## config.mk

```make
export PLATFORM = sky130hd
export DESIGN_NAME = hbsc_spi_ctrl
export DESIGN_NICKNAME = d
export VERILOG_FILES = /design/src/hdl/hbsc_pkg.sv /design/src/hdl/hbsc_status_if.sv /design/src/hdl/hbsc_spi_ctrl.sv /design/src/hdl/hbsc_status_enc.sv
export VERILOG_INCLUDE_DIRS = /design/src /design/src/hdl
export SDC_FILE = /design/constraint.sdc
export NUM_CORES = 1
export LEC_CHECK = 0
export BUFFER_PORTS_ARGS = -buffer_cell sky130_fd_sc_hd__buf_2
export CAP_MARGIN = 20
export CORE_AREA = 2 2 157 159
export CTS_BUF_LIST = sky130_fd_sc_hd__clkbuf_4 sky130_fd_sc_hd__clkbuf_8 sky130_fd_sc_hd__clkbuf_16
export DETAILED_ROUTE_END_ITERATION = 7
export DIE_AREA = 0 0 159 161
export PLACE_DENSITY = 0.37
export SLEW_MARGIN = 40
export SYNTH_ARGS = -nofsm -noshare
export SYNTH_HDL_FRONTEND = slang
export SYNTH_SLANG_ARGS = --single-unit
export TNS_END_PERCENT = 50
```

## constraint.sdc

```tcl
create_clock -name clk -period 2.2 [get_ports clk]
set_input_delay 0.11 -clock clk [delete_from_list [all_inputs] [get_ports clk]]
set_output_delay 0.11 -clock clk [all_outputs]
set_load 0.1 [all_outputs]
```

## src/hdl/hbsc_regs.svh

```systemverilog
// Constants for the half-bridge SPI control block
`ifndef HBSC_REGS_SVH
`define HBSC_REGS_SVH

// ----------------------------------------------------------------
// Command word fields
// ----------------------------------------------------------------
`define HBSC_CMD_W          16
`define HBSC_CMD_RESET      16'h0000
`define HBSC_BIT_CLEAR      15
`define HBSC_BIT_GROUP_SEL  14
`define HBSC_BIT_UL_CTRL    13
`define HBSC_EN_LSB         7
`define HBSC_SIDE_LSB       1
`define HBSC_BIT_OV_CTRL    0
`define HBSC_NUM_BRIDGES    6

// ----------------------------------------------------------------
// Frame length and timing
// ----------------------------------------------------------------
`define HBSC_FIRST_BITS     16
`define HBSC_GROUP_BITS     8
`define HBSC_CLK_NS         25
`define HBSC_CLR_GAP_US     150
`define HBSC_CLR_GAP_CYC    ((`HBSC_CLR_GAP_US * 1000 + `HBSC_CLK_NS - 1) / `HBSC_CLK_NS)
`define HBSC_POR_US         100
`define HBSC_POR_CYC        ((`HBSC_POR_US * 1000) / `HBSC_CLK_NS)

// ----------------------------------------------------------------
// Bridge status codes
// ----------------------------------------------------------------
`define HBSC_ST_OFF         2'h0
`define HBSC_ST_OC          2'h1
`define HBSC_ST_UL          2'h2
`define HBSC_ST_ON          2'h3

`endif

```

## src/hdl/hbsc_pkg.sv

```systemverilog
// Types for the half-bridge SPI control block
package hbsc_pkg;
  typedef enum logic [1:0]
  {
    HBSC_OFF   = 2'b00,
    HBSC_OC    = 2'b01,
    HBSC_UL    = 2'b10,
    HBSC_ON    = 2'b11
  } hbsc_status_e;

  typedef enum logic [1:0]
  {
    HBSC_SLEEP = 2'b00,
    HBSC_POR   = 2'b01,
    HBSC_RUN   = 2'b10
  } hbsc_power_e;
endpackage : hbsc_pkg

```

## src/hdl/hbsc_status_if.sv

```systemverilog
// Interface between control core and status encoder
`timescale 1ns/1ps
`default_nettype none
interface hbsc_status_if;
  logic [5:0]  enable;
  logic [5:0]  oc_fault;
  logic [5:0]  ul_fault;
  logic        clear;
  logic        wipe;
  logic [11:0] code;
  logic        oc_any;
  logic        ul_any;
  modport core (output enable, oc_fault, ul_fault, clear, wipe, input code, oc_any, ul_any);
  modport enc  (input enable, oc_fault, ul_fault, clear, wipe, output code, oc_any, ul_any);
endinterface : hbsc_status_if
`default_nettype wire

```

## src/hdl/hbsc_spi_ctrl.sv

```systemverilog
// SPI command slave and bridge control of the hex half-bridge driver
`timescale 1ns/1ps
`default_nettype none
`include "hbsc_regs.svh"

// Behaviour
// - Command shifted in MSB first
// - Input sampled on falling clock edge
// - Previous diagnostics shifted out on rising edge
// - Fewer than sixteen bits is frame error
// - Extra bits only in groups of eight
// - Select rise loads last sixteen bits
// - Serial output undriven while select high
// - Enable low sleeps and clears everything
// - Enable rise runs power-on reset first
// - Extra pre-frame bit on serial output
// - Bit fifteen clears latched faults
// - Bit thirteen gates under-load shutdown
// - Bits twelve to seven enable bridges
// - Bits six to one select side
// - Bit zero gates overvoltage lockout
// - Priority-encoded two-bit status per bridge
// - Thermal flag OR serial input shown until first rising edge
// - Clear ignored when frames too close
// - Never both sides of a bridge on
module hbsc_spi_ctrl
  import hbsc_pkg::*;
(
  // Clock and reset
  input  wire logic        clk,
  input  wire logic        resetn,
  // Serial link pins
  input  wire logic        select_n,
  input  wire logic        sclk,
  input  wire logic        sdi,
  output var  logic        sdo,
  output var  logic        sdo_oe,
  // Enable pin
  input  wire logic        enable,
  // Fault inputs from the power stage
  input  wire logic        thermal_shutdown_in,
  input  wire logic        supply_fault_in,
  input  wire logic        thermal_warning_in,
  input  wire logic [5:0]  overcurrent_in,
  input  wire logic [5:0]  underload_in,
  // Bridge drive outputs
  output var  logic [5:0]  high_side_on,
  output var  logic [5:0]  low_side_on,
  output var  logic        underload_shutdown_ctrl,
  output var  logic        overvoltage_lockout_ctrl,
  output var  logic        awake
);
  // ----------------------------------------------------------------
  // Pin synchronisers
  // ----------------------------------------------------------------
  logic [3:0] sync1;
  logic [3:0] sync2;
  logic [3:0] sync3;
  logic [3:0] next_sync1;
  logic [3:0] next_sync2;
  logic [3:0] next_sync3;

  always_comb
  begin
    next_sync1 = {enable, sdi, sclk, select_n};
    next_sync2 = sync1;
    next_sync3 = sync2;
  end

  always_ff @(posedge clk or negedge resetn)
  begin
    if (!resetn)
    begin
      sync1 <= 4'h1;
      sync2 <= 4'h1;
      sync3 <= 4'h1;
    end
    else
    begin
      sync1 <= next_sync1;
      sync2 <= next_sync2;
      sync3 <= next_sync3;
    end
  end

  logic cs_n;
  logic cs_fall;
  logic cs_rise;
  logic sck_rise;
  logic sck_fall;
  logic din;
  logic en_s;
  assign cs_n     = sync2[0];
  assign cs_fall  = sync3[0] && !sync2[0];
  assign cs_rise  = !sync3[0] && sync2[0];
  assign sck_rise = !sync3[1] && sync2[1] && !cs_n;
  assign sck_fall = sync3[1] && !sync2[1] && !cs_n;
  assign din      = sync2[2];
  assign en_s     = sync2[3];

  // ----------------------------------------------------------------
  // Power state
  // ----------------------------------------------------------------
  hbsc_power_e power;
  hbsc_power_e next_power;
  logic [11:0] por_cnt;
  logic [11:0] next_por_cnt;
  logic        wipe;

  always_comb
  begin
    next_power   = power;
    next_por_cnt = por_cnt;
    case (power)
      HBSC_SLEEP:
        if (en_s)
        begin
          next_power   = HBSC_POR;
          next_por_cnt = 12'h000;
        end
      HBSC_POR:
        if (!en_s)
          next_power = HBSC_SLEEP;
        else if (por_cnt == 12'(`HBSC_POR_CYC - 1))
          next_power = HBSC_RUN;
        else
          next_por_cnt = por_cnt + 12'h001;
      default:
        if (!en_s)
          next_power = HBSC_SLEEP;
    endcase
  end

  always_ff @(posedge clk or negedge resetn)
  begin
    if (!resetn)
    begin
      power   <= HBSC_SLEEP;
      por_cnt <= 12'h000;
    end
    else
    begin
      power   <= next_power;
      por_cnt <= next_por_cnt;
    end
  end

  assign wipe = (power != HBSC_RUN);

  // ----------------------------------------------------------------
  // Status encoder
  // ----------------------------------------------------------------
  hbsc_status_if st ();
  logic [`HBSC_CMD_W-1:0] cmd;
  logic                   clear_pulse;
  logic                   tsd_latch;

  assign st.enable   = cmd[`HBSC_EN_LSB +: 6];
  assign st.oc_fault = overcurrent_in & cmd[`HBSC_EN_LSB +: 6];
  assign st.ul_fault = underload_in;
  assign st.clear    = clear_pulse;
  assign st.wipe     = wipe;

  hbsc_status_enc u_enc
  (
    .clk    (clk),
    .resetn (resetn),
    .st     (st)
  );

  // ----------------------------------------------------------------
  // Serial shift engine
  // ----------------------------------------------------------------
  logic [`HBSC_CMD_W-1:0] rx;
  logic [`HBSC_CMD_W-1:0] tx;
  logic [4:0]             bit_cnt;
  logic                   frame_err;
  logic                   head_done;
  logic                   out_bit;
  logic                   pre_phase;
  logic [`HBSC_CMD_W-1:0] next_rx;
  logic [`HBSC_CMD_W-1:0] next_tx;
  logic [4:0]             next_bit_cnt;
  logic                   next_frame_err;
  logic                   next_head_done;
  logic                   next_out_bit;
  logic                   next_pre_phase;
  logic [`HBSC_CMD_W-1:0] diag;
  logic                   frame_ok;

  assign diag = {st.oc_any, supply_fault_in, st.ul_any, st.code, thermal_warning_in};
  assign frame_ok = !frame_err && head_done && (bit_cnt == 5'h00);

  always_comb
  begin
    next_rx        = rx;
    next_tx        = tx;
    next_bit_cnt   = bit_cnt;
    next_frame_err = frame_err;
    next_head_done = head_done;
    next_out_bit   = out_bit;
    next_pre_phase = pre_phase;
    if (cs_fall)
    begin
      next_tx        = diag;
      next_bit_cnt   = 5'h00;
      next_frame_err = 1'b0;
      next_head_done = 1'b0;
      next_pre_phase = 1'b1;
      next_out_bit   = tsd_latch;
    end
    else if (sck_rise)
    begin
      next_pre_phase = 1'b0;
      next_out_bit   = tx[`HBSC_CMD_W-1];
      next_tx        = {tx[`HBSC_CMD_W-2:0], din};
    end
    else if (sck_fall)
    begin
      next_rx = {rx[`HBSC_CMD_W-2:0], din};
      if (!head_done && bit_cnt == 5'(`HBSC_FIRST_BITS - 1))
      begin
        next_head_done = 1'b1;
        next_bit_cnt   = 5'h00;
      end
      else if (head_done && bit_cnt == 5'(`HBSC_GROUP_BITS - 1))
        next_bit_cnt = 5'h00;
      else
        next_bit_cnt = bit_cnt + 5'h01;
    end
    if (pre_phase && !cs_n && !sck_rise)
      next_out_bit = tsd_latch | din;
    if (wipe)
    begin
      next_rx        = `HBSC_CMD_RESET;
      next_frame_err = 1'b1;
    end
  end

  always_ff @(posedge clk or negedge resetn)
  begin
    if (!resetn)
    begin
      rx        <= `HBSC_CMD_RESET;
      tx        <= `HBSC_CMD_RESET;
      bit_cnt   <= 5'h00;
      frame_err <= 1'b0;
      head_done <= 1'b0;
      out_bit   <= 1'b0;
      pre_phase <= 1'b0;
    end
    else
    begin
      rx        <= next_rx;
      tx        <= next_tx;
      bit_cnt   <= next_bit_cnt;
      frame_err <= next_frame_err;
      head_done <= next_head_done;
      out_bit   <= next_out_bit;
      pre_phase <= next_pre_phase;
    end
  end

  // ----------------------------------------------------------------
  // Command register, fault clear and spacing timer
  // ----------------------------------------------------------------
  logic [`HBSC_CMD_W-1:0] next_cmd;
  logic                   next_clear_pulse;
  logic                   next_tsd_latch;
  logic [12:0]            gap_cnt;
  logic [12:0]            next_gap_cnt;
  logic                   gap_met;

  assign gap_met = (gap_cnt == 13'(`HBSC_CLR_GAP_CYC));

  always_comb
  begin
    next_cmd         = cmd;
    next_clear_pulse = 1'b0;
    next_tsd_latch   = tsd_latch | thermal_shutdown_in;
    next_gap_cnt     = gap_met ? gap_cnt : gap_cnt + 13'h0001;
    if (cs_rise)
    begin
      next_gap_cnt = 13'h0000;
      if (frame_ok)
      begin
        next_cmd = rx;
        if (rx[`HBSC_BIT_CLEAR] && gap_met)
          next_clear_pulse = 1'b1;
      end
    end
    if (clear_pulse && !thermal_shutdown_in)
      next_tsd_latch = 1'b0;
    if (wipe)
    begin
      next_cmd         = `HBSC_CMD_RESET;
      next_tsd_latch   = 1'b0;
      next_clear_pulse = 1'b0;
      next_gap_cnt     = 13'(`HBSC_CLR_GAP_CYC);
    end
  end

  always_ff @(posedge clk or negedge resetn)
  begin
    if (!resetn)
    begin
      cmd         <= `HBSC_CMD_RESET;
      clear_pulse <= 1'b0;
      tsd_latch   <= 1'b0;
      gap_cnt     <= 13'(`HBSC_CLR_GAP_CYC);
    end
    else
    begin
      cmd         <= next_cmd;
      clear_pulse <= next_clear_pulse;
      tsd_latch   <= next_tsd_latch;
      gap_cnt     <= next_gap_cnt;
    end
  end

  // ----------------------------------------------------------------
  // Bridge drive and pin outputs
  // ----------------------------------------------------------------
  logic [5:0] next_hs;
  logic [5:0] next_ls;
  logic [5:0] en_bits;
  logic [5:0] side_bits;
  logic [5:0] block_bits;

  assign en_bits    = cmd[`HBSC_EN_LSB +: 6];
  assign side_bits  = cmd[`HBSC_SIDE_LSB +: 6];

  genvar b;
  generate
    for (b = 0; b < `HBSC_NUM_BRIDGES; b++)
    begin : g_blk
      assign block_bits[b] = (st.code[2*b+1:2*b] == `HBSC_ST_OC)
                          || (cmd[`HBSC_BIT_UL_CTRL]
                              && st.code[2*b+1:2*b] == `HBSC_ST_UL);
    end
  endgenerate

  always_comb
  begin
    next_hs = en_bits & ~block_bits & side_bits;
    next_ls = en_bits & ~block_bits & ~side_bits;
    if (tsd_latch || wipe)
    begin
      next_hs = 6'h00;
      next_ls = 6'h00;
    end
    next_ls = next_ls & ~next_hs & ~high_side_on;
    next_hs = next_hs & ~low_side_on;
  end

  always_ff @(posedge clk or negedge resetn)
  begin
    if (!resetn)
    begin
      high_side_on             <= 6'h00;
      low_side_on              <= 6'h00;
      underload_shutdown_ctrl  <= 1'b0;
      overvoltage_lockout_ctrl <= 1'b0;
      awake                    <= 1'b0;
      sdo                      <= 1'b0;
      sdo_oe                   <= 1'b0;
    end
    else
    begin
      high_side_on             <= next_hs;
      low_side_on              <= next_ls;
      underload_shutdown_ctrl  <= cmd[`HBSC_BIT_UL_CTRL];
      overvoltage_lockout_ctrl <= cmd[`HBSC_BIT_OV_CTRL];
      awake                    <= !wipe;
      sdo                      <= next_out_bit;
      sdo_oe                   <= !cs_n && !wipe;
    end
  end
endmodule // hbsc_spi_ctrl
`default_nettype wire

```

## src/hdl/hbsc_status_enc.sv

```systemverilog
// Per-bridge priority status encoder
`timescale 1ns/1ps
`default_nettype none
`include "hbsc_regs.svh"
module hbsc_status_enc
  import hbsc_pkg::*;
(
  // Clock and reset
  input  wire logic   clk,
  input  wire logic   resetn,
  // Status link
  hbsc_status_if.enc  st
);
  hbsc_status_e state      [`HBSC_NUM_BRIDGES];
  hbsc_status_e next_state [`HBSC_NUM_BRIDGES];
  logic [5:0]   oc_bits;
  logic [5:0]   ul_bits;

  // ----------------------------------------------------------------
  // Priority state per bridge
  // ----------------------------------------------------------------
  genvar g;
  generate
    for (g = 0; g < `HBSC_NUM_BRIDGES; g++)
    begin : g_br
      always_comb
      begin
        next_state[g] = state[g];
        case (state[g])
          HBSC_OC:
            if (st.clear && !st.oc_fault[g])
              next_state[g] = st.enable[g] ? HBSC_ON : HBSC_OFF;
          HBSC_UL:
            if (st.oc_fault[g])
              next_state[g] = HBSC_OC;
            else if (st.clear && !st.ul_fault[g])
              next_state[g] = st.enable[g] ? HBSC_ON : HBSC_OFF;
          default:
            if (st.oc_fault[g])
              next_state[g] = HBSC_OC;
            else if (st.ul_fault[g] && st.enable[g])
              next_state[g] = HBSC_UL;
            else
              next_state[g] = st.enable[g] ? HBSC_ON : HBSC_OFF;
        endcase
        if (st.wipe)
          next_state[g] = HBSC_OFF;
      end

      always_ff @(posedge clk or negedge resetn)
      begin
        if (!resetn)
          state[g] <= HBSC_OFF;
        else
          state[g] <= next_state[g];
      end

      assign st.code[2*g+1:2*g] = state[g];
      assign oc_bits[g] = (state[g] == HBSC_OC);
      assign ul_bits[g] = (state[g] == HBSC_UL);
    end
  endgenerate

  assign st.oc_any = |oc_bits;
  assign st.ul_any = |ul_bits;
endmodule // hbsc_status_enc
`default_nettype wire

```

**After elaboration in Yosys (flattened, before gate mapping)**

Index checks and enable logic that the tools add are counted.

- Register bits after elaboration: 122
- Bits of input ports: 21
- Output and inout bits: 17
- Logic and storage cells: 269

- Add/subtract/negate cells: 3
- Eq/ne operators: 39
- Muxes and demuxes: 93
- Bitwise logic cells: 14
- Reductions and logical operators: 92

Operators by type and width:

| cell | count |
|---|---|
| two-way mux 16 bit | 6 |
| two-way mux 2 bit | 46 |
| AND 6 bit | 7 |
| two-way mux 14 bit | 3 |
| logical AND 1 bit | 39 |
| two-way mux 13 bit | 3 |
| two-way mux 12 bit | 3 |
| inverter 6 bit | 5 |
| one-hot mux 2 bit (2 select lines) | 7 |
| two-way mux 5 bit | 5 |
| != test 3 bit, second input constant | 8 |
| != test 4 x 3 -> 1 bit, second input constant | 6 |
| one-hot mux 12 bit (2 select lines) | 1 |
| logical NOT 1 bit | 21 |
| two-way mux 1 bit | 17 |
| AND reduction 2 bit | 8 |
| nonzero test 2 bit | 8 |
| equality test 2 x 1 -> 1 bit, second input constant | 7 |
| adder 13 x 1 -> 13 bit, second input constant | 1 |
| equality test 13 bit, second input constant | 1 |
| adder 12 x 1 -> 12 bit, second input constant | 1 |
| equality test 12 bit, second input constant | 1 |
| equality test 2 bit, second input constant | 6 |
| two-way mux 6 bit | 2 |
| 14 further kinds | 29 |

**Depth between registers and ports, before layout**

Gate-level depths: netlist (run 1).

- Depth in word-level cells: 10
- Mapped depth: 8
- Gate-level depth less buffers: 7

**Modules after synthesis**

From an unflattened synthesis (run 1), not the netlist that was laid out.

- Cell total of the unflattened synthesis: 625
- Area total of the unflattened synthesis: 6117.1 um2

Modules (own cells, without submodules):

| module | times used | cells an instance | area each (um2) | seq. area each (um2) |
|---|---|---|---|---|
| hbsc_spi_ctrl | 1 | 495 | 4917.2 | 2765.2 |
| hbsc_status_enc | 1 | 130 | 1199.9 | 300.3 |

**Least setup slack after synthesis (run 1)**

Ideal clock, no wire load.

- Path kind: reg2reg
- From: register por_cnt[0]
- To: register por_cnt[0]
- Library setup time: 0.069 ns
- Arrival: 1.754 ns
- Required time: 2.131 ns
- Slack: 0.377 ns
- Stages on the path, launching flop included: 7
- Path buffers: 1
- Clock period less this slack: 1.823 ns
- Cell sequence: dfrtp_1 ha_1 and4_1 and4_1 clkbuf_1 or4b_1 nand3_1

- Longest elaborated chain between the ends: 4
- Elaborated cells between the ends (all ways): 7
- Classes of those cells: add/sub: 1; eq/ne: 2; mux: 3; reduce/logical: 1

RTL lines:

| item | line | text |
|---|---|---|
| from (decl) | hbsc_spi_ctrl.sv:106 | `logic [11:0] por_cnt;` |
| from (signal assigned) | hbsc_spi_ctrl.sv:144 | `por_cnt <= next_por_cnt;` |
| adder 12 x 1 -> 12 bit | hbsc_spi_ctrl.sv:127 | `next_por_cnt = por_cnt + 12'h001;` |
| two-way mux 12 bit | hbsc_spi_ctrl.sv:124 | `` else if (por_cnt == 12'(`HBSC_POR_CYC - 1)) `` |
| two-way mux 12 bit | hbsc_spi_ctrl.sv:122 | `if (!en_s)` |
| one-hot mux 12 bit (2 select lines) | hbsc_spi_ctrl.sv:114 | `case (power)` |

Several ways; a longest one is shown, not always the timed one. The select of a mux whose other input is x is not followed.
A chain may end at the register's enable or synchronous reset.

**Final worst setup path (run 1)**

- From: register bit_cnt[1]
- To: register bit_cnt[3]

- Longest elaborated chain between the ends: 7
- Elaborated cells between the ends (all ways): 10
- Classes of those cells: add/sub: 1; eq/ne: 2; mux: 5; reduce/logical: 2

RTL lines:

| item | line | text |
|---|---|---|
| from (decl) | hbsc_spi_ctrl.sv:176 | `logic [4:0] bit_cnt;` |
| from (signal assigned) | hbsc_spi_ctrl.sv:256 | `bit_cnt <= next_bit_cnt;` |
| branches (longest 3 deep; another with adder 5 x 1 -> 5 bit) | n/a |  |
| two-way mux 5 bit * | hbsc_spi_ctrl.sv:221 | `` if (!head_done && bit_cnt == 5'(`HBSC_FIRST_BITS - 1)) `` |
| two-way mux 5 bit * | hbsc_spi_ctrl.sv:218 | `else if (sck_fall)` |
| two-way mux 5 bit * | hbsc_spi_ctrl.sv:212 | `else if (sck_rise)` |
| two-way mux 5 bit * | hbsc_spi_ctrl.sv:203 | `if (cs_fall)` |

Mark *: on every way between the ends. The select of a mux whose other input is x is not followed.

==> parameters.txt, run 1 <==
Parameter                              Value

Job
  Max-cap violations ... 0

Min path
  Launch point of the worst hold path ... supply_fault_in
  Worst hold path depth ... 3
  Class of the tightest hold or removal check ... primary input to flop
  Worst Hold End ... tx[14]$_DFFE_PN0P_

Placed design
  Area after DPL ... 0.006511 mm2
  Cell total after placement ... around 970
  Half-perimeter wire length after placement ... about 11000 um
  DP Worst Slack ... between 0.3 and 0.4 ns
  Number of I/O port buffers ... 37
  Weighted congestion reported at the end of routability-driven placement ... approximately 0.76

Worst setup path
  CP delay by family, top ... compound AO/OA/AOI/OAI gates
  Endpoint type of the worst setup path ... flop
  CP most frequent cell ... sky130_fd_sc_hd__ha_1
  Data required time at the worst endpoint ... ~2.5 ns
  Capturing point of the worst reg2reg path ... bit_cnt[3]$_DFFE_PN0P_
  Critical setup path kind ... flop to flop
  Start of the worst register-to-register path ... bit_cnt[1]$_DFFE_PN0P_
  Crit path arrival time ... 2.25 ns
  CP Launch Type ... flop
  Slack of the worst reg-to-reg path ... roughly 0.28 ns
  Number of buffers and inverters on the critical path ... 0
  Register-to-Register Path Depth ... 7
  Max FO, Critical Path ... 5
  Sequence of cells on the critical path ... ha_1 -> and3_1 -> ha_1 -> nor2b_1 -> a311oi_1 -> a21oi_1 -> o21ai_0
  Max stage delay on crit path ... 0.42 ns
  Library cell contributing the largest single delay on the critical path ... sky130_fd_sc_hd__dfrtp_1

Run status
  Run status ... finished, final reports clean

Final layout
  Share of cells above drive strength 1 ... roughly 16%
  Antenna diode count ... 0
  Cell area after layout ... just over 0.007 mm2
  FILL cells ... approximately 2600
  Area grow syn2layout ... 21.51%
  Total Nets Final ... ~700
  Final non-filler cell total ... roughly 1000

CTS
  Number of buffers inserted during clock tree synthesis ... 17
  Num Clock Sinks ... about 120
  Count of cells resized by post-cts repair ... 0
  Source-to-sink clock delay at the later pin of the worst-skew pair ... 0.41 ns
  Cell at the root of the clock tree ... sky130_fd_sc_hd__clkbuf_16
  Max clock buf depth ... 2
  CTS clk-pin slew, worst paths ... around 0.06 ns
  CTS tree ... built
  H-tree Lvls ... 4

Route
  Final antenna-violating net count ... 0
  Drt first-iter violations ... about 350
  Vias after detailed routing ... between 4000 and 5000
  Wire length per cell after detailed routing ... between 15 and 20 um
  Routed via count divided by cell count ... 4.677
  Router iterations before antenna repair ... 5
  Final wirelength ... around 16000 um
  Residual DRC ... 0

Yosys
  Yosys Warn Count ... 0
  Syn avg cell area ... around 9.5 um2
  Most instantiated cells after synthesis ... 112 x sky130_fd_sc_hd__dfrtp_1, 100 x sky130_fd_sc_hd__nand2_1, 60 x sky130_fd_sc_hd__a21oi_1, 35 x sky130_fd_sc_hd__inv_1, 34 x sky130_fd_sc_hd__nor2_1
  Share of the synthesized area in the top cell type ... between 40% and 50%
  Seq cells post-synth ... 122
  Post-synthesis cell type count ... just under 50
  Prevailing post-synth register cell ... sky130_fd_sc_hd__dfrtp_1
  Biggest area contributors in the synthesized netlist ... sky130_fd_sc_hd__dfrtp_1 48%, sky130_fd_sc_hd__nand2_1 6.4%, sky130_fd_sc_hd__a21oi_1 5.1%
  Part of the Yosys area used for sequential elements ... a little over half
  Library cell with the largest summed area after synthesis ... sky130_fd_sc_hd__dfrtp_1
  FFs w/ async S/R, synth ... between 90% and 100%
  Number of cells produced by synthesis ... 617
  Most frequent cell after synthesis ... sky130_fd_sc_hd__dfrtp_1
  Number of nets in the synthesized netlist ... roughly 660
  Number of flops mapped to enable cells by yosys ... 0
  Summed instance area of the synthesized netlist ... ~0.006 mm2

Global routing
  Global-route wire length before repair ... between 20000 and 30000 um
  Total GRT Usage ... roughly 13%
  Number of global-route vias before repair ... about 4700
  GRT Residual Overflow ... 0
  Pin count of the biggest net entering global routing ... 73
  Antenna violations before repair ... 0

STA
  Post-route worst setup slack ... approximately 0.28 ns
  Total count of max-transition violations in the final report ... 0
  Share of the cycle needed by the critical path after routing ... 87.19%
  Upper clock frequency limit ... roughly 520 MHz
  Setup-failing EPs final ... 0
  Worst clock skew ... ~0.012 ns
  Worst-margin pin slew ... 0.5925 ns
  Hold slack final ... roughly 0.027 ns
  Rel. slew slack ... 60.50%
  Aggregate negative setup slack ... 0 ns
  RSZ-0062 raised after global routing ... no
  Final critical-path required period ... about 1.9 ns
  Count of endpoints failing hold in the final timing report ... 0

Floorplan
  Floorplan Core Area ... around 0.024 mm2
  Starting Density ... 24.52%
  Die Y ... 161 um
  Die width ... roughly 160 um
  I/O Pins ... 38
  Full die area ... about 0.026 mm2
  Cell row count ... 57

Pwr
  Pwr per Cell Area ... between 700 and 800 mW/mm2
  Worst VDD drop ... approximately 360 uV
  Standby leakage power ... approximately 3 nW
[registers in the layout, indices dropped and copies added (netlist names), 2 cells and up]
signal / cells
bit_cnt: 5
cmd: 14
gap_cnt: 13
high_side_on: 6
low_side_on: 6
next_sync2: 4
next_sync3: 4
por_cnt: 12
power: 2
rx: 16
sync3: 2
tx: 16
u_enc.st.code: 12
[cell type report]
class | count | area (um2) | share of cell area (%)
Sequential cell | 122 | 3065 | 42.94
Multi-Input combinational cell | 430 | 2551 | 35.73
Clock buffer | 19 | 446.7 | 6.257
Timing Repair Buffer | 64 | 417.9 | 5.853
Tap cell | 324 | 405.4 | 5.678
Inverter | 35 | 131.4 | 1.840
Clock inverter | 13 | 121.4 | 1.700
[worst register-to-register path: cells and delay by family, from the launching register on]
kind / cells / cell delay (ns)
DFF: 1 / 0.42
AOI/OAI and AO/OA: 3 / 0.63
and+or+nand+nor: 2 / 0.35
adders and majority gates: 2 / 0.44
[metal layers]
| layer | vias up | global-route usage, % | part of all wire (%) |
|---|---|---|---|
| li1 | 2283 | - | - |
| met1 | 2340 | 18.01 | 50 |
| met2 | 81 | 19.84 | 46 |
| met3 | 6 | 2.645 | 3.0 |
| met4 | 0 | 3.471 | 0.73 |
| met5 | - | 0 | 0 |
[power by group]
| group | internal, mW | leakage, nW | switching [mW] | total (mW) |
|---|---|---|---|---|
| Clock | 1.60 | 0.265 | 1.08 | 2.68 |
| Sequential | 2.31 | 1.60 | 0.0512 | 2.37 |
| Combinational | 0.115 | 1.10 | 0.185 | 0.300 |
| Total | 4.03 | 2.97 | 1.31 | 5.35 |
[placed cells by master (no fill, tap or decap), drive strengths merged, types with 6 or more instances in the layout]
master	instances
dfrtp	112
nand2	100
a21oi	60
buf	58
inv	37
nor2	34
o21ai	29
nor3	28
nand4	19
clkbuf	19
ha	18
o22a	14
nand3	12
nand2b	12
dfstp	10
nor3b	9
xnor2	9
mux2i	8
o22ai	7
o311a	6
a21bo	6
a32oi	6
o31ai	6
dlygate4sd3	6
[stage by stage]
stage | total power [mW] | utilization, %
after CTS | 5.443 | 29.79
after global routing | 5.590 | 29.79
after global placement | 2.701 | 27.17
final | 5.346 | 29.79
after detailed placement | 2.706 | 27.17
after floorplan | 2.565 | -
[timing repair]
item	CTS	global route
hold endpoints to repair	123	0
setup buffers	0	0
hold buffers	6	0
[kinds of logic (layout without fill, tap and decap cells)]
group / after synthesis / in the layout / synth area share [%]
simple gates: 245 / 245 / 20.49
compound gates: 147 / 147 / 15.91
flops: 122 / 122 / 52.17
buf+inv: 65 / 131 / 4.451
fa+ha+maj: 18 / 18 / 3.833
xor+xnor: 12 / 12 / 1.789
mux: 8 / 8 / 1.363
[how the worst max path moves through the flow]
stage / start / endpoint / depth (start not counted)
floorplan: por_cnt[0]$_DFFE_PN0P_ / por_cnt[0]$_DFFE_PN0P_ / 6
global placement: por_cnt[0]$_DFFE_PN0P_ / por_cnt[0]$_DFFE_PN0P_ / 5
detailed placement: por_cnt[0]$_DFFE_PN0P_ / por_cnt[1]$_DFFE_PN0P_ / 5
CTS: bit_cnt[1]$_DFFE_PN0P_ / bit_cnt[2]$_DFFE_PN0P_ / 6
global route: bit_cnt[1]$_DFFE_PN0P_ / bit_cnt[3]$_DFFE_PN0P_ / 7
finish: bit_cnt[1]$_DFFE_PN0P_ / bit_cnt[3]$_DFFE_PN0P_ / 7
(Power assumes the default switching activity.)
==> run 2, diff against run 1 <==
--- a/config.mk
+++ b/config.mk
@@ -8,10 +8,10 @@
 export LEC_CHECK = 0
 export BUFFER_PORTS_ARGS = -buffer_cell sky130_fd_sc_hd__buf_2
 export CAP_MARGIN = 20
-export CORE_AREA = 2 2 157 159
+export CORE_AREA = 2 2 143 173
 export CTS_BUF_LIST = sky130_fd_sc_hd__clkbuf_4 sky130_fd_sc_hd__clkbuf_8 sky130_fd_sc_hd__clkbuf_16
 export DETAILED_ROUTE_END_ITERATION = 7
-export DIE_AREA = 0 0 159 161
+export DIE_AREA = 0 0 145 175
 export PLACE_DENSITY = 0.37
 export SLEW_MARGIN = 40
 export SYNTH_ARGS = -nofsm -noshare
==> parameters.txt, run 2 (synthesis gave the netlist of run 1 again) <==
Parameter                              Value

Final layout
  Highest-count cells in the layout ignoring fill and taps ... 112 x sky130_fd_sc_hd__dfrtp_1, 100 x sky130_fd_sc_hd__nand2_1, 60 x sky130_fd_sc_hd__a21oi_1
  Most common cell after layout, fill and taps aside ... sky130_fd_sc_hd__dfrtp_1
  Area grow syn2layout ... 21.00%
  Final non-filler cell total ... 1001 (-0.60%)
  Total Nets Final ... 707 (-0.28%)
  Share of cells above drive strength 1 ... 15.86% (-0.10 points)
  FILL cells ... 2469 (-4.2%)
  Antenna diode count ... 0 (unchanged)
  Top Registers ... rx: 16 flops, tx: 16 flops, cmd: 14 flops

STA
  Rel. slew slack ... 56.94% (-3.6 points)
  Worst clock skew ... 0.01043 ns (-0.001987 ns)
  Count of endpoints failing hold in the final timing report ... 0 (unchanged)
  Setup-failing EPs final ... 0 (unchanged)
  Upper clock frequency limit ... 508.8 MHz (-2.4%)
  Final critical-path required period ... 1.965 ns (+0.04724 ns)
  Total count of max-transition violations in the final report ... 0 (unchanged)
  Post-route worst setup slack ... 0.2347 ns (-0.04724 ns)
  Worst-margin pin slew ... 0.6452 ns (+0.05272 ns)
  Aggregate negative setup slack ... 0 ns (unchanged)
  Share of the cycle needed by the critical path after routing ... 89.33% (+2.1 points)
  RSZ-0062 raised after global routing ... no

Placed design
  Half-perimeter wire length after placement ... 10820 um (+0.32%)
  Cell total after placement ... 963 (-0.62%)
  Number of I/O port buffers ... 37 (unchanged)
  Weighted congestion reported at the end of routability-driven placement ... 0.7770 (+2.7%)
  DP Worst Slack ... 0.2380 ns (-0.06500 ns)

Global routing
  Global-route wire length before repair ... 25900 um (-0.40%)
  Pin count of the biggest net entering global routing ... 56 (-23%)
  GRT Residual Overflow ... 0 (unchanged)
  Total GRT Usage ... 12.91% (+0.18 points)
  Number of global-route vias before repair ... 4878 (+4.1%)
  Antenna violations before repair ... 0 (unchanged)

Route
  Vias after detailed routing ... 4719 (+0.19%)
  Wire length per cell after detailed routing ... 15.72 um (+1.2%)
  Residual DRC ... 0 (unchanged)
  Final antenna-violating net count ... 0 (unchanged)
  Router iterations before antenna repair ... 4 (-1)
  Final wirelength ... 15740 um (+0.58%)
  Routed via count divided by cell count ... 4.714 (+0.79%)
  Drt first-iter violations ... 194 (-44%)

Floorplan
  Cell row count ... 62 (+8.8%)
  Full die area ... 0.02538 mm2 (-0.88%)
  Die Y ... 175 um (+8.7%)
  Die width ... 145 um (-8.8%)
  Floorplan Core Area ... 0.02366 mm2 (-1.3%)
  Starting Density ... 24.83% (+0.31 points)
  I/O Pins ... 38 (unchanged)

Worst setup path
  Data required time at the worst endpoint ... 2.49 ns (-0.04 ns)
  Sequence of cells on the critical path ... ha_1 -> and4_1 -> and4_1 -> nor3_1 -> a311o_1
  CP Launch Type ... flop
  Crit path arrival time ... 2.26 ns (about the same)
  Critical setup path kind ... flop to flop
  Max stage delay on crit path ... 0.44 ns (+0.02 ns)
  Library cell contributing the largest single delay on the critical path ... sky130_fd_sc_hd__and4_1
  Endpoint type of the worst setup path ... flop
  Max FO, Critical Path ... 10 (+5)
  CP most frequent cell ... sky130_fd_sc_hd__and4_1

CTS
  Max clock buf depth ... 2 (unchanged)
  Count of cells resized by post-cts repair ... 0 (unchanged)
  Cell at the root of the clock tree ... sky130_fd_sc_hd__clkbuf_16
  Num Clock Sinks ... 122 (unchanged)
  CTS clk-pin slew, worst paths ... 0.06 ns (about the same)
  Source-to-sink clock delay at the later pin of the worst-skew pair ... 0.41 ns (about the same)
  Number of buffers inserted during clock tree synthesis ... 17 (unchanged)
  CTS tree ... built
  H-tree Lvls ... 4 (unchanged)

Pwr
  Pwr per Cell Area ... 743.0 mW/mm2 (-0.77%)
  Worst VDD drop ... 424.9 uV (+19%)
  Standby leakage power ... 2.965 nW (-0.32%)

Job
  Max-cap violations ... 0 (unchanged)

Run status
  Run status ... finished, final reports clean

Min path
  Class of the tightest hold or removal check ... primary input to flop
-- run 2: cell types whose count changed in the layout (fill, tap and decap cells not counted) --
cell	delta
sky130_fd_sc_hd__buf_6	+1
sky130_fd_sc_hd__buf_4	-3
sky130_fd_sc_hd__clkinv_4	-2
sky130_fd_sc_hd__bufinv_16	-1
sky130_fd_sc_hd__clkinvlp_4	-2
sky130_fd_sc_hd__clkinv_2	-1
sky130_fd_sc_hd__clkbuf_4	-1
sky130_fd_sc_hd__nor2_2	+1
sky130_fd_sc_hd__inv_8	+1
sky130_fd_sc_hd__nor2_1	-1
sky130_fd_sc_hd__inv_6	+7
sky130_fd_sc_hd__clkbuf_8	-1
-- run 2: critical path: cells and delay by family (launching register included) --
kind / cells / cell delay, ns
fa+ha+maj: 1 / 0.24
compound gates: 1 / 0.33
flops: 1 / 0.43
simple gates: 3 / 0.85
-- run 2: routing by layer --
| layer | part of all wire [%] | wire length [um] | global-route usage (%) | vias up |
|---|---|---|---|---|
| met4 | 2.2 | 342 | 5.693 | 0 |
| met2 | 50 | 7799 | 21.79 | 79 |
| li1 | - | - | - | 2279 |
| met5 | 0 | 0 | 0 | - |
| met1 | 46 | 7251 | 16.19 | 2343 |
| met3 | 2.2 | 346 | 2.324 | 18 |
-- run 2: cell type report --
type / count / area (um2) / share of cell area [%]
well taps: 320 / 400.4 / 5.632
flip-flops and latches: 122 / 3065 / 43.12
clock inverters: 15 / 126.4 / 1.778
clock buffers: 17 / 425.4 / 5.984
repair buffers: 62 / 406.6 / 5.720
multi-input cells: 430 / 2554 / 35.92
inverters: 35 / 131.4 / 1.848
-- run 2: repair_timing --
| action | 4_1_cts | 5_1_grt |
|---|---|---|
| hold buffers | 6 | 0 |
| hold endpoints to repair | 50 | 0 |
| buffers inserted | 0 | 0 |
-- run 2: worst paths after layout --
| path | cells after the start | from | slack [ns] | endpoint |
|---|---|---|---|---|
| max | 5 | por_cnt[0]$_DFFE_PN0P_ | 0.23 | por_cnt[1]$_DFFE_PN0P_ |
| min | 3 | thermal_warning_in | 0.04 | tx[0]$_DFFE_PN0P_ |
| max reg2reg | 5 | por_cnt[0]$_DFFE_PN0P_ | 0.23 | por_cnt[1]$_DFFE_PN0P_ |
| min reg2reg | 0 | next_sync2[3]$_DFF_PN0_ | 0.35 | next_sync3[3]$_DFF_PN0_ |
| max in group asynchronous | 3 | resetn | 1.27 | next_sync3[0]$_DFF_PN1_ |
| min in group asynchronous | 2 | resetn | 0.25 | por_cnt[5]$_DFFE_PN0P_ |
-- run 2: per-stage QoR --
stage / hold WS, ns / utilization, % / area, um2 / power, mW
global route: 0.05148 / 30.05 / 7109 / 5.536
detailed placement: 0.1351 / 27.46 / 6497 / 2.709
CTS: 0.02679 / 30.05 / 7109 / 5.393
finish: 0.03632 / 30.05 / 7109 / 5.282
floorplan: -0.1856 / - / 5876 / 2.565
global placement: 0.1263 / 27.45 / 6495 / 2.700
-- run 2: power by group --
group / internal, mW / total, mW / switching, mW
logic: 0.116 / 0.300 / 0.185
registers: 2.31 / 2.37 / 0.0536
clock network: 1.48 / 2.61 / 1.14
==> run 3, diff against run 2 <==
--- a/config.mk
+++ b/config.mk
@@ -8,11 +8,11 @@
 export LEC_CHECK = 0
 export BUFFER_PORTS_ARGS = -buffer_cell sky130_fd_sc_hd__buf_2
 export CAP_MARGIN = 20
-export CORE_AREA = 2 2 143 173
+export CORE_AREA = 2 2 116 140
 export CTS_BUF_LIST = sky130_fd_sc_hd__clkbuf_4 sky130_fd_sc_hd__clkbuf_8 sky130_fd_sc_hd__clkbuf_16
 export DETAILED_ROUTE_END_ITERATION = 7
-export DIE_AREA = 0 0 145 175
-export PLACE_DENSITY = 0.37
+export DIE_AREA = 0 0 118 142
+export PLACE_DENSITY = 0.52
 export SLEW_MARGIN = 40
 export SYNTH_ARGS = -nofsm -noshare
 export SYNTH_HDL_FRONTEND = slang
==> parameters.txt, run 3 (synthesis gave the netlist of run 1 again) <==
Parameter                              Value

CTS
  Count of cells resized by post-cts repair ... 0 (unchanged)
  CTS clk-pin slew, worst paths ... 0.06 ns (about the same)
  Hold-fix buffers at CTS ... 6 (unchanged)
  Post-CTS setup repair buffer count ... 0 (unchanged)
  Num Clock Sinks ... 122 (unchanged)
  Cell at the root of the clock tree ... sky130_fd_sc_hd__clkbuf_16
  Source-to-sink clock delay at the later pin of the worst-skew pair ... 0.42 ns (about the same)
  Max clock buf depth ... 2 (unchanged)
  Number of buffers inserted during clock tree synthesis ... 17 (unchanged)
  H-tree Lvls ... 4 (unchanged)
  CTS tree ... built

STA
  Worst clock skew ... 0.01983 ns (+0.009398 ns)
  Share of the cycle needed by the critical path after routing ... 87.64% (-1.7 points)
  Aggregate negative setup slack ... 0 ns (unchanged)
  Post-route worst setup slack ... 0.2720 ns (+0.03730 ns)
  Rel. slew slack ... 56.64% (-0.30 points)
  Total count of max-transition violations in the final report ... 0 (unchanged)
  RSZ-0062 raised after global routing ... no
  Final critical-path required period ... 1.928 ns (-0.03730 ns)
  Count of endpoints failing hold in the final timing report ... 0 (unchanged)
  Setup-failing EPs final ... 0 (unchanged)
  Worst-margin pin slew ... 0.6497 ns (+0.004507 ns)
  Upper clock frequency limit ... 518.7 MHz (+1.9%)

Worst setup path
  Capturing point of the worst reg2reg path ... bit_cnt[3]$_DFFE_PN0P_
  Crit path arrival time ... 2.26 ns (about the same)
  Start of the worst register-to-register path ... bit_cnt[1]$_DFFE_PN0P_
  Endpoint type of the worst setup path ... flop
  CP Launch Type ... flop
  Data required time at the worst endpoint ... 2.54 ns (+0.05 ns)
  Max FO, Critical Path ... 5 (-5)
  Register-to-Register Path Depth ... 7 (+2)
  Slack of the worst reg-to-reg path ... 0.27 ns (+0.04 ns)
  Critical setup path kind ... flop to flop

Floorplan
  I/O Pins ... 38 (unchanged)
  Full die area ... 0.01676 mm2 (-34%)
  Floorplan Core Area ... 0.01545 mm2 (-35%)
  Starting Density ... 38.02% (+13 points)
  Cell row count ... 50 (-19%)
  Die width ... 118 um (-19%)
  Die Y ... 142 um (-19%)

Route
  Vias after detailed routing ... 4715 (-0.085%)
  Final antenna-violating net count ... 0 (unchanged)
  Routed via count divided by cell count ... 5.304 (+13%)
  Router iterations before antenna repair ... 4 (unchanged)
  Final wirelength ... 14380 um (-8.6%)
  Wire length per cell after detailed routing ... 16.17 um (+2.9%)
  Residual DRC ... 0 (unchanged)
  Drt first-iter violations ... 249 (+28%)

Placed design
  Number of I/O port buffers ... 37 (unchanged)
  DP Worst Slack ... 0.2901 ns (+0.05204 ns)
  Half-perimeter wire length after placement ... 9828 um (-9.2%)
  Weighted congestion reported at the end of routability-driven placement ... 0.8366 (+7.7%)

Global routing
  Antenna violations before repair ... 1 (+1)
  Number of global-route vias before repair ... 4705 (-3.5%)
  GRT Residual Overflow ... 0 (unchanged)
  Total GRT Usage ... 17.83% (+4.9 points)
  Global-route wire length before repair ... 23720 um (-8.4%)
  Pin count of the biggest net entering global routing ... 56 (unchanged)

Pwr
  Standby leakage power ... 3.022 nW (+1.9%)
  Pwr per Cell Area ... 821.3 mW/mm2 (+11%)
  Worst VDD drop ... 465.1 uV (+9.5%)

Final layout
  Share of cells above drive strength 1 ... 15.86% (unchanged)
  Antenna diode count ... 0 (unchanged)
  Top Registers ... rx: 16 flops, tx: 16 flops, cmd: 14 flops
  Most common cell after layout, fill and taps aside ... sky130_fd_sc_hd__dfrtp_1
  Highest-count cells in the layout ignoring fill and taps ... 112 x sky130_fd_sc_hd__dfrtp_1, 100 x sky130_fd_sc_hd__nand2_1, 60 x sky130_fd_sc_hd__a21oi_1
  Area grow syn2layout ... 20.38%
  Total Nets Final ... 707 (unchanged)

Min path
  Worst hold path depth ... 3 (unchanged)
  Launch point of the worst hold path ... supply_fault_in
  Class of the tightest hold or removal check ... primary input to flop
  Worst Hold End ... tx[14]$_DFFE_PN0P_

Run status
  Run status ... finished, final reports clean

Job
  Max-cap violations ... 0 (unchanged)
## run 3: layout make-up
class | count | area (um2)
flip-flops and latches | 122 | 3065
clock inverters | 15 | 234.0
inverters | 35 | 131.4
fillers | 1484 | 8379
clock buffers | 17 | 425.4
well taps | 208 | 260.3
multi-input cells | 430 | 2554
repair buffers | 62 | 402.9
## run 3: metal layers
metal	GRT usage, %	routed length, um	vias to the layer above
met1	22.02	6462	2324
met3	3.766	359	23
met4	8.624	334	2
met5	0	15	-
li1	-	-	2288
met2	29.90	7207	78
## run 3: through the flow
| step | cells | total power, mW | hold WS [ns] | instance area [um2] | util [%] |
|---|---|---|---|---|---|
| floorplan | 617 | 2.565 | -0.1856 | 5876 | - |
| global placement | 851 | 2.695 | 0.02521 | 6351 | 41.10 |
| detailed placement | 851 | 2.703 | 0.02339 | 6354 | 41.12 |
| CTS | 889 | 5.870 | 0.002674 | 7073 | 45.77 |
| global route | 889 | 6.007 | 0.05791 | 7073 | 45.77 |
| finish | 889 | 5.809 | 0.01337 | 7073 | 45.77 |
## run 3: critical path: stages (launching register included)
cell and delay [ns]:
sky130_fd_sc_hd__dfrtp_1 0.42, sky130_fd_sc_hd__ha_1 0.25, sky130_fd_sc_hd__and3_1 0.17, sky130_fd_sc_hd__ha_1 0.18, sky130_fd_sc_hd__nor2b_1 0.19, sky130_fd_sc_hd__a311oi_1 0.37
sky130_fd_sc_hd__a21oi_1 0.12, sky130_fd_sc_hd__o21ai_0 0.15
## run 3: worst max path at each step
stage,end,slack [ns],cells after the start,start
CTS,por_cnt[1]$_DFFE_PN0P_,0.28,5,por_cnt[0]$_DFFE_PN0P_
finish,bit_cnt[3]$_DFFE_PN0P_,0.27,7,bit_cnt[1]$_DFFE_PN0P_
global route,por_cnt[1]$_DFFE_PN0P_,0.13,5,por_cnt[0]$_DFFE_PN0P_
global placement,por_cnt[1]$_DFFE_PN0P_,0.31,5,por_cnt[0]$_DFFE_PN0P_
floorplan,por_cnt[0]$_DFFE_PN0P_,0.38,6,por_cnt[0]$_DFFE_PN0P_
detailed placement,por_cnt[1]$_DFFE_PN0P_,0.29,5,por_cnt[0]$_DFFE_PN0P_
## run 3: report_power, final
group,leakage [nW],internal [mW],switching [mW]
sequential,1.60,2.31,0.0516
clock,0.324,2.03,1.11
combinational,1.09,0.117,0.184
